[config.mk]
export PLATFORM = sky130hd
export DESIGN_NAME = cbfs_beacon_sequencer
export DESIGN_NICKNAME = d
export VERILOG_FILES = /design/src/logic/cbfs_pkg.sv /design/src/logic/cbfs_down_timer.sv /design/src/logic/cbfs_beacon_sequencer.sv
export SDC_FILE = /design/constraint.sdc
export NUM_CORES = 1
export LEC_CHECK = 0
export BUFFER_PORTS_ARGS = -buffer_cell sky130_fd_sc_hd__buf_2
export CORE_MARGIN = 2
export CORE_UTILIZATION = 35
export DETAILED_ROUTE_END_ITERATION = 12
export PLACE_DENSITY = 0.5
export SLEW_MARGIN = 20
export SYNTH_ARGS = -nofsm -noshare
export SYNTH_HDL_FRONTEND = slang
export SYNTH_SLANG_ARGS = --single-unit
[constraint.sdc]
create_clock -name core_clk -period 3.6 [get_ports core_clk]
set_clock_uncertainty 0.2 [all_clocks]
set_input_delay 0.72 -clock core_clk [delete_from_list [all_inputs] [get_ports core_clk]]
set_output_delay 0.72 -clock core_clk [all_outputs]
set_load 0.02 [all_outputs]
[src/logic/cbfs_pkg.sv]
`default_nettype none
package cbfs_pkg;

  // ==========================================================
  // clock and time base
  localparam int unsigned CLK_PERIOD_NS = 4;
  localparam int unsigned NS_PER_MS     = 1000000;
  localparam int unsigned MS_CYCLES     = NS_PER_MS / CLK_PERIOD_NS;
  localparam int unsigned PRE_W         = 18;

  // ==========================================================
  // flash pattern timing
  localparam int unsigned CYCLE_MS      = 800;
  localparam int unsigned FLASH_PER_MIN = 75;
  localparam int unsigned STEP_MS       = 50;
  localparam int unsigned LONG_OFF_MS   = 250;
  localparam int unsigned STEP_W        = 4;
  localparam int unsigned SDUR_W        = 8;
  localparam logic [STEP_W-1:0] FIRST_STEP = 4'h0;
  localparam logic [STEP_W-1:0] LAST_STEP  = 4'hb;
  localparam logic [STEP_W-1:0] WIGWAG_END = 4'h8;

  // ==========================================================
  // operating period
  localparam int unsigned OPT_W = 20;

  // ==========================================================
  // types
  typedef enum logic {
    CBFS_IDLE,
    CBFS_FLASH
  } cbfs_state_type;

  typedef struct packed {
    logic left;
    logic right;
  } cbfs_lamps_type;

  typedef struct packed {
    logic start;
    logic stop;
  } cbfs_sync_type;

endpackage
`default_nettype wire

[src/logic/cbfs_down_timer.sv]
`timescale 1ns/1ns
`default_nettype none
module cbfs_down_timer #(
  parameter int unsigned W = 8
) (
  // clock
  input  wire logic         core_clk,
  input  wire logic         rst_n,
  input  wire logic         ce,
  // control
  input  wire logic         load,
  input  wire logic [W-1:0] load_val,
  input  wire logic         dec,
  // count
  output var  logic [W-1:0] cnt_q
);

  // ==========================================================
  // counter: load beats decrement, stops at zero
  always_ff @(posedge core_clk or negedge rst_n)
  begin
    if (!rst_n)
    begin
      cnt_q <= '0;
    end
    else if (ce)
    begin
      if (load)
      begin
        cnt_q <= load_val;
      end
      else if (dec && cnt_q != '0)
      begin
        cnt_q <= cnt_q - W'(1);
      end
    end
  end

endmodule
`default_nettype wire

[src/logic/cbfs_beacon_sequencer.sv]
// Function
// [RULE1] separate left and right yellow outputs
// [RULE2] repeat an 800 ms flash cycle
// [RULE3] left on 50 ms, then off 50 ms
// [RULE4] right on 50 ms, off, alternating twice
// [RULE5] both on, off, both on, 50 ms each
// [RULE6] cycle ends with 250 ms dark
// [RULE7] per-output flash rate outside 5..30 Hz
// [RULE8] dark when idle, flash only after actuation
// [RULE9] pushbutton press starts flashing
// [RULE10] stop when operating period elapses
// [RULE11] stop when detector reports crosswalk cleared
// [RULE12] operating period configurable, applies per actuation
// [RULE13] companion beacons start and stop together
// [RULE14] confirmation lamp lit while operating
// [RULE15] start at first step, stop dark at once
// [RULE16] press while flashing restarts period, keeps phase
`timescale 1ns/1ns
`default_nettype none
module cbfs_beacon_sequencer #(
  parameter int unsigned CYC_PER_MS = cbfs_pkg::MS_CYCLES
) (
  // clock and reset
  input  wire logic                         core_clk,
  input  wire logic                         rst_n,
  input  wire logic                         ce,
  // pedestrian side
  input  wire logic                         push_btn,
  input  wire logic                         ped_cleared,
  input  wire logic [cbfs_pkg::OPT_W-1:0]   op_time_ms,
  // companion beacons
  input  wire cbfs_pkg::cbfs_sync_type      sync_in,
  output var  cbfs_pkg::cbfs_sync_type      sync_q,
  // lamp drivers
  output var  cbfs_pkg::cbfs_lamps_type     lamps_q,
  output var  logic                         confirm_q
);
  import cbfs_pkg::*;

  // ==========================================================
  // declarations
  cbfs_state_type     state_q;
  cbfs_state_type     state_d;
  logic [STEP_W-1:0]  step_q;
  logic [STEP_W-1:0]  step_d;
  logic [STEP_W-1:0]  step_nxt;
  logic [PRE_W-1:0]   pre_cnt;
  logic [SDUR_W-1:0]  step_cnt;
  logic [SDUR_W-1:0]  step_val;
  logic [OPT_W-1:0]   op_cnt;
  logic [OPT_W-1:0]   op_val;
  cbfs_lamps_type     lamps_d;
  logic               active;
  logic               start_req;
  logic               go;
  logic               ms_tick;
  logic               step_end;
  logic               step_load;
  logic               op_load;
  logic               op_expire;
  logic               local_stop;
  logic               stop_evt;

  // ==========================================================
  // start and stop events
  assign active    = (state_q == CBFS_FLASH);
  // [RULE9] button or companion
  assign start_req = push_btn | sync_in.start;
  // [RULE8] only an actuation starts
  assign go        = !active && start_req;
  // [RULE10] [RULE11] local stop causes
  assign local_stop = active && (ped_cleared || op_expire);
  // [RULE13] companion stop joins
  assign stop_evt  = local_stop || (active && sync_in.stop);

  // ==========================================================
  // millisecond prescaler, runs only while flashing
  assign ms_tick = active && (pre_cnt == '0);

  cbfs_down_timer #(
    .W (PRE_W)
  ) u_prescale (
    .core_clk (core_clk),
    .rst_n    (rst_n),
    .ce       (ce),
    .load     (go || ms_tick),
    .load_val (PRE_W'(CYC_PER_MS - 1)),
    .dec      (active),
    .cnt_q    (pre_cnt)
  );

  // ==========================================================
  // step timer
  assign step_end  = ms_tick && (step_cnt == '0);
  assign step_load = go || step_end;
  assign step_nxt  = (step_q == LAST_STEP) ? FIRST_STEP
                                           : step_q + STEP_W'(1);

  // [RULE6] last step holds the long dark gap
  always_comb
  begin
    step_val = SDUR_W'(STEP_MS - 1);
    if (!go && step_nxt == LAST_STEP)
    begin
      step_val = SDUR_W'(LONG_OFF_MS - 1);
    end
  end

  cbfs_down_timer #(
    .W (SDUR_W)
  ) u_step_tmr (
    .core_clk (core_clk),
    .rst_n    (rst_n),
    .ce       (ce),
    .load     (step_load),
    .load_val (step_val),
    .dec      (ms_tick),
    .cnt_q    (step_cnt)
  );

  // ==========================================================
  // operating period timer
  // [RULE12] [RULE16] reload on every press outside a stop cycle
  assign op_load   = go || (active && push_btn && !stop_evt);
  // zero setting still gives one millisecond, never an endless run
  assign op_val    = (op_time_ms == '0) ? '0 : op_time_ms - OPT_W'(1);
  assign op_expire = ms_tick && (op_cnt == '0);

  cbfs_down_timer #(
    .W (OPT_W)
  ) u_op_tmr (
    .core_clk (core_clk),
    .rst_n    (rst_n),
    .ce       (ce),
    .load     (op_load),
    .load_val (op_val),
    .dec      (ms_tick),
    .cnt_q    (op_cnt)
  );

  // ==========================================================
  // next state and step
  always_comb
  begin
    state_d = state_q;
    step_d  = step_q;
    // [RULE15] stop wins, back to first step
    if (stop_evt)
    begin
      state_d = CBFS_IDLE;
      step_d  = FIRST_STEP;
    end
    else if (go)
    begin
      state_d = CBFS_FLASH;
      step_d  = FIRST_STEP;
    end
    // [RULE2] advance and wrap every cycle
    else if (step_end)
    begin
      step_d = step_nxt;
    end
  end

  always_ff @(posedge core_clk or negedge rst_n)
  begin
    if (!rst_n)
    begin
      state_q <= CBFS_IDLE;
      step_q  <= FIRST_STEP;
    end
    else if (ce)
    begin
      state_q <= state_d;
      step_q  <= step_d;
    end
  end

  // ==========================================================
  // lamp pattern, decoded from next step so lamps align with step_q
  always_comb
  begin
    lamps_d = '0;
    if (state_d == CBFS_FLASH)
    begin
      unique case (step_d)
        // [RULE3] left steps
        4'h0, 4'h4: lamps_d.left = 1'b1;
        // [RULE4] right steps
        4'h2, 4'h6: lamps_d.right = 1'b1;
        // [RULE5] strobe steps
        4'h8, 4'ha: lamps_d = '{left: 1'b1, right: 1'b1};
        // [RULE7] odd steps stay dark
        default: lamps_d = '0;
      endcase
    end
  end

  // [RULE1] [RULE14] registered drivers
  always_ff @(posedge core_clk or negedge rst_n)
  begin
    if (!rst_n)
    begin
      lamps_q   <= '0;
      confirm_q <= 1'b0;
    end
    else if (ce)
    begin
      lamps_q   <= lamps_d;
      confirm_q <= (state_d == CBFS_FLASH);
    end
  end

  // ==========================================================
  // companion sync: only local causes are sent, so no echo loops
  // [RULE13] one-cycle start and stop pulses
  always_ff @(posedge core_clk or negedge rst_n)
  begin
    if (!rst_n)
    begin
      sync_q <= '0;
    end
    else if (ce)
    begin
      sync_q.start <= go && push_btn;
      sync_q.stop  <= local_stop;
    end
  end
endmodule
`default_nettype wire

==> run metrics, run 1 <==
status=complete, no violations; Seq/Total Area, Yosys=35.8%; first-pass GRT wire length=18.0 mm; Initial Util=35.6%; cell count after synthesis=456; Yosys reg bits=55; crit start category=register; IO Count=32; critical path class=reg2reg; Post-Synth Adder-Cell Area=2.93%; synthesized cell area=3840 µm²; Logic pwr share=29.4%; CTS resizes=0; cell depth of the worst hold path=1; fill cell count=1093; Post-CTS Setup Repair Bufs=0; layout cells sized above 1=15.8%; Wirelength per Cell=16.9 µm; Hold Crit Start=sync_q[0]; P_leak=1.80 nW; final setup violation count=0; RSZ-0062 raised after global routing=false; max frequency=306 MHz; Detail Placement HPWL=8.02 mm; Worst-Margin Slew=0.613 ns; Max-Cap Viols=0; synth warn=0; reg2reg start=u_prescale.cnt_q[4]; Detail Route Antenna Nets=0; Pwr Total=1.96 mW; overall routing resource usage=19.5%; DRC violation count after routing=0; number of DRC markers in iteration 0=220; Area Overhead vs Synth=15.1%; antenna violations before repair=0; most frequent cell after synthesis=dfrtp_1; drt pass-1 iters=4; final slew viol count=0; Routed WL=10.8 mm; layout net count=536; Syn Area/Cell=8.43 µm²; pwr dens=442 nW/µm²; Clock Pin Slew Worst Setup and Hold Paths=0.10 ns; Worst EP required=3.61 ns; Via density=5.70; vias in the first global route=3458; largest family of logic cells by synthesized area=simple AND/OR/NAND/NOR gates; Reg2Reg Setup Slack=0.33 ns; max_slew headroom=58.8%; Power Internal=1.27 mW; multiplexer share of the synthesized area=2.41%; FF-to-FF path depth=7; Final Cycle Share=90.9%; Synth Area in Simple Gates=28.4%; setup_tns=0 ns; number of synthesized flops with an enable pin=0; Port Buffers=31; Synth Area in Compound Gates=20.3%; ys async rst share=100%; # diodes=0; H-tree depth=2; CP max FO=10; Sw Share=35.1%; Critical R2R Capture=u_op_tmr.cnt_q[4]; final hold vios=0; Post-Syn Nets=492; Hold WC Path Type=reg2reg; chip height=109 µm; Crit. End Element=register; worst hold endpoint=sync_q[0]; via count=3652; CTS Sinks=55; clock power share=25.8%; Placeable Area=10800 µm²; CTS root buf=clkbuf_8; Sw Pwr=0.687 mW; Skew-Pair Late Insertion Delay=0.32 ns; largest net degree at the start of global routing=32; Num CTS Buffers=5; Flop pwr share=44.8%; Rows=38; Synth area leader=dfrtp_1; share of the synthesized area in the top cell type=35.8%; gpl congestion=0.815; maximum vdd drop=0.195 mV; synth cell count leaders=55 x dfrtp_1, 50 x nor2_1, 31 x nand2_1, 29 x nor3_1, 23 x o21ai_0; Post-synth top flop=dfrtp_1; Netlist cell types=61; final critical-path required period=3.27 ns; Synth area leaders=dfrtp_1 36%, nor2_1 4.9%, nor3_1 3.8%, xor2_1 3.2%, nand2_1 3.0%; die width=109 µm; worst endpoint data arrival time=3.28 ns; clock buffer depth=2; TritonCTS clock tree=yes; Post-Synth XOR/XNOR Area=6.15%; Die ar.=11800 µm²; total gr overflow=0
[final cells by class]
class | instances | area, µm² | share of cell area (%)
Timing Repair Buffer | 56 | 345 | 7.81
Clock buffer | 5 | 68.8 | 1.56
Clock inverter | 3 | 67.6 | 1.53
Multi-Input combinational cell | 361 | 2310 | 52.2
Sequential cell | 55 | 1380 | 31.1
Tap cell | 140 | 175 | 3.96
Inverter | 21 | 78.8 | 1.78
[routing by layer]
metal  share of wire, %  track usage, %  routed length, µm
met5                  0               0                  0
met4                1.2            4.95                127
met1                 50            29.0               5430
met2                 45            29.6               4830
met3                4.0            3.11                434
[flip-flops by register name, indices dropped and copies added (netlist names)]
register / flops
step_q: 4
u_prescale.cnt_q: 18
u_op_tmr.cnt_q: 20
sync_q: 2
confirm_q: 1
lamps_q: 2
u_step_tmr.cnt_q: 8
[cell usage in the layout, fill, tap and decap left out, types with 4 or more instances in the layout]
cell	instances
a31oi_1	8
a221o_1	5
xnor2_1	13
nor2b_1	4
or4_1	8
nand3_1	17
buf_2	31
dfrtp_1	55
and3_1	6
ha_1	9
buf_4	24
o32a_1	4
or2_2	7
o21ai_0	23
nor3_1	29
nand4_1	10
mux2i_1	7
xor2_1	14
nand2b_1	7
nand2_1	31
a21oi_1	16
nor4b_1	4
o211ai_1	5
inv_1	20
a21o_1	6
clkbuf_8	5
nor2_1	50
nor4_1	18
or3_1	7
o21a_1	4
[kinds of logic after synthesis]
family                     Yosys count
buffers and inverters               40
adders and majority gates            9
muxes                                9
and+or+nand+nor                    207
DFF                                 55
xor gates and xnor gates            27
AOI/OAI and AO/OA                  109
[how the worst max path moves through the flow]
stage	slack, ns	depth (start not counted)	to	startpoint
detailed placement	0.34	7	u_op_tmr.cnt_q[4]	u_prescale.cnt_q[4]
global placement	0.39	7	u_op_tmr.cnt_q[4]	u_prescale.cnt_q[4]
global route	0.17	7	u_op_tmr.cnt_q[4]	u_prescale.cnt_q[4]
finish	0.33	7	u_op_tmr.cnt_q[4]	u_prescale.cnt_q[4]
CTS	0.33	7	u_op_tmr.cnt_q[4]	u_prescale.cnt_q[4]
floorplan	0.40	7	u_op_tmr.cnt_q[5]	u_prescale.cnt_q[4]
[repair_timing]
action,in CTS,in global routing
setup endpoints to repair,0,0
hold buffers,1,0
hold endpoints to repair,1,0
[per-stage QoR]
stage                     cell area, µm²  hold WS, ns  std cells  utilization [%]  setup slack, ns
after floorplan                     3840        0.224        456                -            0.402
after global placement              4280        0.274        632             39.6            0.385
after detailed placement            4280        0.283        632             39.6            0.340
after CTS                           4420        0.309        641             41.0            0.328
after global routing                4420        0.333        641             41.0            0.172
final                               4420        0.300        641             41.0            0.327
[power by group through the flow]
stage	Clock, mW	Combinational, mW	Sequential (mW)
3_5_place_dp	0	0.573	0.884
4_1_cts	0.518	0.576	0.873
5_1_grt	0.540	0.653	0.895
6_report	0.505	0.575	0.876
3_3_place_gp	0	0.570	0.882
2_1_floorplan	0	0.385	0.857
[worst max-delay path, cell delays in order (launching register included)]
cell and delay, ns:
dfrtp_1 0.45, or4_4 0.58, or4_1 0.64, nor4_4 0.38, or2_2 0.31, buf_4 0.21
nor3_1 0.07, o32a_1 0.32
No activity file was read; power rests on OpenSTA's default activity.
==> inputs of run 2 (changes only) <==
--- a/config.mk
+++ b/config.mk
@@ -14,3 +14,4 @@
 export SYNTH_ARGS = -nofsm -noshare
 export SYNTH_HDL_FRONTEND = slang
+export SYNTH_HIERARCHICAL = 1
 export SYNTH_SLANG_ARGS = --single-unit
==> constraint.sdc (replaced) <==
create_clock -name core_clk -period 3.8 [get_ports core_clk]
set_clock_uncertainty 0.2 [all_clocks]
set_input_delay 0.57 -clock core_clk [delete_from_list [all_inputs] [get_ports core_clk]]
set_output_delay 0.57 -clock core_clk [all_outputs]
set_load 0.02 [all_outputs]
==> run metrics, run 2 <==
status=complete, no violations; Wirelength per Cell=15.4 µm (-8.7%); maximum vdd drop=0.228 mV (+17%); Detail Route Antenna Nets=0 (unchanged); layout net count=626 (+17%); CP max FO=13 (+3); Sw Share=42.3% (+7.2 points); max_slew headroom=46.9% (-12 points); cell count after synthesis=552 (+21%); Synth area leaders=dfrtp_1 31%, nor2_1 5.6%, nand2_1 4.4%, a21oi_1 3.2%, nor3_1 2.9%; Yosys reg bits=55 (unchanged); ys async rst share=100% (unchanged); Area Overhead vs Synth=12.3%; most frequent cells in the layout=67 x nor2_1, 55 x dfrtp_1, 52 x nand2_1; Skew-Pair Late Insertion Delay=0.31 ns (about the same); Largest regs=u_op_tmr/cnt_q: 20 flops, u_prescale/cnt_q: 18 flops, u_step_tmr/cnt_q: 8 flops; # diodes=0 (unchanged); clock buffer depth=2 (unchanged); clock power share=21.2% (-4.6 points); most frequent cell after synthesis=nor2_1; fin cells=764 (+19%); Die ar.=13700 µm² (+16%); final setup violation count=0 (unchanged); gpl congestion=0.830 (+1.8%); final critical-path required period=3.41 ns (+0.133 ns); total gr overflow=0 (unchanged); Flop pwr share=42.0% (-2.8 points); vias in the first global route=4113 (+19%); DRC violation count after routing=0 (unchanged); dpl cells=756 (+20%); Sw Pwr=1.12 mW (+63%); final slew viol count=0 (unchanged); synthesized cell area=4470 µm² (+16%); Seq/Total Area, Yosys=30.8% (-5.0 points); CTS root buf=clkbuf_16; max frequency=294 MHz (-3.9%); Netlist cell types=79 (+30%); number of synthesized flops with an enable pin=0 (unchanged); die width=117 µm (+7.6%); crit start category=register; max reg flops=20 (unchanged); Max-Cap Viols=0 (unchanged); critical path class=reg2reg; share of the synthesized area in the top cell type=30.8% (-5.0 points); largest net degree at the start of global routing=38 (+19%); Detail Placement HPWL=8.43 mm (+5.1%); final hold vios=0 (unchanged); Final Cycle Share=89.6% (-1.3 points); IO Count=32 (unchanged); Routed WL=11.8 mm (+8.8%); Power Internal=1.53 mW (+20%); Top reg by flops=u_op_tmr/cnt_q; pwr dens=527 nW/µm² (+19%); first-pass GRT wire length=20.2 mm (+12%); antenna violations before repair=0 (unchanged); Via density=5.55 (-2.6%); Syn Area/Cell=8.10 µm² (-3.8%); Hold WC Path Type=in2async; P_leak=1.97 nW (+9.3%); Synth area leader=dfrtp_1; worst endpoint data arrival time=3.41 ns (+0.13 ns); Rows=41 (+7.9%); Crit. End Element=register; overall routing resource usage=18.6% (-0.98 points); Logic pwr share=36.8% (+7.4 points); synth cell count leaders=67 x nor2_1, 55 x dfrtp_1, 52 x nand2_1, 29 x a21oi_1, 26 x nor3_1; Placeable Area=12600 µm² (+16%); Clock Pin Slew Worst Setup and Hold Paths=0.08 ns (-0.02 ns); Initial Util=35.6% (about the same); Post-synth top flop=dfrtp_1; Worst EP required=3.80 ns (+0.19 ns); CTS Sinks=55 (unchanged); Worst-Margin Slew=0.797 ns (+0.184 ns); drt pass-1 iters=5 (+1); H-tree depth=2 (unchanged); Num CTS Buffers=5 (unchanged); via count=4239 (+16%); Port Buffers=31 (unchanged); layout cells sized above 1=15.5% (-0.23 points); synth warn=6 (+6); TritonCTS clock tree=yes; commonest non-fill, non-tap cell in the layout=nor2_1; Post-CTS Setup Repair Bufs=0 (unchanged); number of DRC markers in iteration 0=412 (+87%); RSZ-0062 raised after global routing=false; setup_tns=0 ns (unchanged); chip height=117 µm (+7.6%)
==> run 2: cell count changes after synthesis, moves of 6 or more <==
cell       previous run  this run
nand2_1              31        52
xor2_1               14         4
o21ai_1               0        17
a211oi_1              1         7
nor2_1               50        67
o2bb2ai_1             1         8
a21oi_1              16        29
==> run 2: metal layers <==
layer | vias up | GRT usage [%] | routed length (µm)
met2 | 87 | 30.8 | 5530
met4 | 0 | 4.55 | 175
met1 | 2016 | 25.2 | 5670
met5 | - | 0 | 0
met3 | 18 | 3.40 | 396
li1 | 2118 | - | -
==> run 2: power by group through the flow <==
stage | Combinational, mW | Clock, mW | Sequential [mW]
after CTS | 0.972 | 0.578 | 1.11
final | 0.974 | 0.560 | 1.11
after detailed placement | 0.969 | 0 | 1.12
after global routing | 1.10 | 0.601 | 1.17
after global placement | 0.953 | 0 | 1.12
after floorplan | 0.755 | 0 | 1.05
==> run 2: layout make-up <==
type	instances	area [µm²]
Clock buffer	6	139
Clock inverter	2	35.0
Fill cell	1296	7540
Inverter	19	71.3
Multi-Input combinational cell	470	2970
Sequential cell	55	1380
Tap cell	172	215
Timing Repair Buffer	40	223
==> run 2: critical path, cell delays in order, from the launching register on <==
cell     delay (ns)
dfrtp_1        0.45
nor4_2         0.31
nand3_1        0.25
o41ai_2        0.48
o21ai_2        0.19
nand2_1        0.11
nand2_1        0.10
buf_4          0.20
nor2_1         0.15
and3_1         0.23
a31oi_2        0.26
o21a_1         0.20
o22a_1         0.16
==> run 2: path summary, 6_finish.rpt <==
check / depth (start not counted) / end / slack (ns) / from
setup / recovery: 12 / u_op_tmr/cnt_q[16] / 0.39 / u_prescale/cnt_q[9]
hold / removal: 1 / u_step_tmr/cnt_q[2] / 0.15 / rst_n
setup reg to reg: 12 / u_op_tmr/cnt_q[16] / 0.39 / u_prescale/cnt_q[9]
hold reg to reg: 1 / lamps_q[0] / 0.30 / lamps_q[0]
max in group asynchronous: 2 / u_prescale/cnt_q[4] / 2.44 / rst_n
min in group core_clk: 1 / lamps_q[0] / 0.30 / lamps_q[0]
==> run 2: metrics by stage <==
stage	hold WS, ns	utilization, %	power, mW	setup WS (ns)	area [µm²]
6_report	0.146	40.0	2.65	0.394	5020
5_1_grt	0.209	40.0	2.87	0.0708	5020
4_1_cts	0.174	39.9	2.66	0.355	5010
3_5_place_dp	0.283	38.5	2.08	0.353	4840
3_3_place_gp	0.276	38.5	2.07	0.475	4840
2_1_floorplan	0.0744	-	1.80	0.885	4550
==> run 2: cells by family after synthesis <==
kind of cell	Yosys count	share of synthesized area (%)
buffers and inverters	48	5.03
adders and majority gates	8	2.24
xor gates and xnor gates	14	2.74
DFF	55	30.8
AOI/OAI and AO/OA	148	22.6
other	2	0.168
and+or+nand+nor	267	34.1
muxes	10	2.32
==> run 2: repair_timing <==
item / 4_1_cts / 5_1_grt
resized for setup: 0 / 3
hold buffers: 0 / 0
setup endpoints to repair: 0 / 7
==> inputs of run 3 (changes only) <==
Settings changed: RECOVER_POWER set to 25.
==> run metrics, run 3 (synthesized netlist as in run 2, its figures left out) <==
Wirelength per Cell=15.4 µm (about the same); die width=117 µm (unchanged); Reg area=1380 µm² (unchanged); Rows=41 (unchanged); maximum vdd drop=0.228 mV (about the same); crit start category=register; Worst EP required=3.80 ns (about the same); Post-CTS Setup Repair Bufs=0 (unchanged); Largest regs=u_op_tmr/cnt_q: 20 flops, u_prescale/cnt_q: 18 flops, u_step_tmr/cnt_q: 8 flops; CTS Sinks=55 (unchanged); Detail Route Antenna Nets=0 (unchanged); Hold WC Path Type=reg2reg; Die ar.=13700 µm² (unchanged); TritonCTS clock tree=yes; total gr overflow=0 (unchanged); critical path class=reg2reg; Power Internal=1.53 mW (about the same); Area Overhead vs Synth=12.3% (about the same); final hold vios=0 (unchanged); layout net count=626 (unchanged); Sw Pwr=1.12 mW (about the same); GRT met1 Usage=25.2% (unchanged); failing checks=capacitance limit, slew limit; max reg flops=20 (unchanged); Sw Share=42.3% (about the same); Crit. End Element=register; commonest non-fill, non-tap cell in the layout=nor2_1; first-pass GRT wire length=20.2 mm (unchanged); Detail Placement HPWL=8.43 mm (unchanged); chip height=117 µm (unchanged); CTS root buf=clkbuf_16; final setup violation count=0 (unchanged); # diodes=0 (unchanged); RSZ-0062 raised after global routing=false; CP max FO=13 (unchanged); H-tree depth=2 (unchanged); Skew-Pair Late Insertion Delay=0.31 ns (about the same); gpl congestion=0.830 (unchanged); fill cell count=1297 (+0.077%); pwr dens=527 nW/µm² (about the same); Routed WL=11.8 mm (about the same); number of DRC markers in iteration 0=412 (unchanged); Clock Pin Slew Worst Setup and Hold Paths=0.08 ns (about the same); IO Count=32 (unchanged); CTS resizes=0 (unchanged); status=complete, but fails checks; FF-to-FF path depth=12 (unchanged); busiest grt layer=met2; cell depth of the worst hold path=1; clock buffer depth=2 (unchanged); met3 usage=3.40% (unchanged); via count=4239 (unchanged); GR Layer Usage met2=30.8% (unchanged); Placeable Area=12600 µm² (unchanged); layout cells sized above 1=15.4% (-0.17 points); max_slew headroom=-27.5% (-74 points); antenna violations before repair=0 (unchanged); overall routing resource usage=18.6% (unchanged); P_leak=1.96 nW (-0.14%); setup_tns=0 ns (unchanged); most frequent cells in the layout=67 x nor2_1, 55 x dfrtp_1, 52 x nand2_1; Reg2Reg Setup Slack=0.39 ns (about the same); Flop pwr share=42.0% (about the same); max frequency=294 MHz (about the same); Final Cycle Share=89.6% (about the same); Num CTS Buffers=5 (unchanged); Worst-Margin Slew=1.91 ns (+1.12 ns); final slew viol count=34 (+34); clock power share=21.2% (about the same); Port Buffers=31 (unchanged); Top reg by flops=u_op_tmr/cnt_q; Max-Cap Viols=1 (+1); WHS=0.296 ns (+0.150 ns); Logic pwr share=36.8% (about the same); largest net degree at the start of global routing=38 (unchanged); Via density=5.55 (unchanged); hold_buf cts=0 (unchanged); vias in the first global route=4113 (unchanged); worst endpoint data arrival time=3.41 ns (about the same); final critical-path required period=3.41 ns (+0.000233 ns); drt pass-1 iters=5 (unchanged); Initial Util=35.6% (unchanged); DRC violation count after routing=0 (unchanged); multi-input logic area=2970 µm² (unchanged)
run 3: changes by cell type in the layout (fill, tap and decap cells not counted), sizes merged:
cell / previous run / this run
buf: 40 / 39
clkbuf: 6 / 7
run 3: through the flow:
stage | power, mW | instance area [µm²] | setup slack, ns | instances | util [%]
3_3_place_gp | 2.07 | 4840 | 0.475 | 756 | 38.5
5_1_grt | 2.87 | 5020 | 0.0708 | 764 | 40.0
6_report | 2.65 | 5020 | 0.393 | 764 | 40.0
4_1_cts | 2.66 | 5010 | 0.355 | 764 | 39.9
2_1_floorplan | 1.80 | 4550 | 0.885 | 573 | -
3_5_place_dp | 2.08 | 4840 | 0.353 | 756 | 38.5
run 3: path summary, 6_finish.rpt:
| kind | startpoint | to |
|---|---|---|
| max | u_prescale/cnt_q[9] | u_op_tmr/cnt_q[16] |
| min | lamps_q[0] | lamps_q[0] |
| max reg2reg | u_prescale/cnt_q[9] | u_op_tmr/cnt_q[16] |
| min reg2reg | lamps_q[0] | lamps_q[0] |
| max in group asynchronous | rst_n | u_prescale/cnt_q[4] |
| min in group asynchronous | rst_n | u_step_tmr/cnt_q[2] |
run 3: cell type report:
| type | count | area share (%) |
|---|---|---|
| clock inverter | 2 | 0.697 |
| multi-input combinational | 470 | 59.0 |
| inverter | 19 | 1.42 |
| timing repair buffer | 40 | 4.41 |
| clock buffer | 6 | 2.76 |
| tap | 172 | 4.28 |
| sequential | 55 | 27.4 |
run 3: worst max-delay path: stages (launching register included):
cell,delay [ns]
dfrtp_1,0.45
nor4_2,0.31
nand3_1,0.25
o41ai_2,0.48
o21ai_2,0.19
nand2_1,0.11
nand2_1,0.10
buf_4,0.20
nor2_1,0.15
and3_1,0.23
a31oi_2,0.26
o21a_1,0.20
o22a_1,0.16
run 3: metal layers:
| layer | vias to the layer above | wire length (µm) | share of wire (%) |
|---|---|---|---|
| met5 | - | 0 | 0 |
| met4 | 0 | 175 | 1.5 |
| met3 | 18 | 395 | 3.4 |
| met2 | 87 | 5530 | 47 |
| met1 | 2016 | 5670 | 48 |
| li1 | 2118 | - | - |
run 3: power groups by stage:
stage          sequential [mW]  clock, mW  combinational, mW
2_1_floorplan             1.05          0              0.755
3_5_place_dp              1.12          0              0.969
4_1_cts                   1.11      0.578              0.972
6_report                  1.11      0.560              0.974
3_3_place_gp              1.12          0              0.953
5_1_grt                   1.17      0.601               1.10
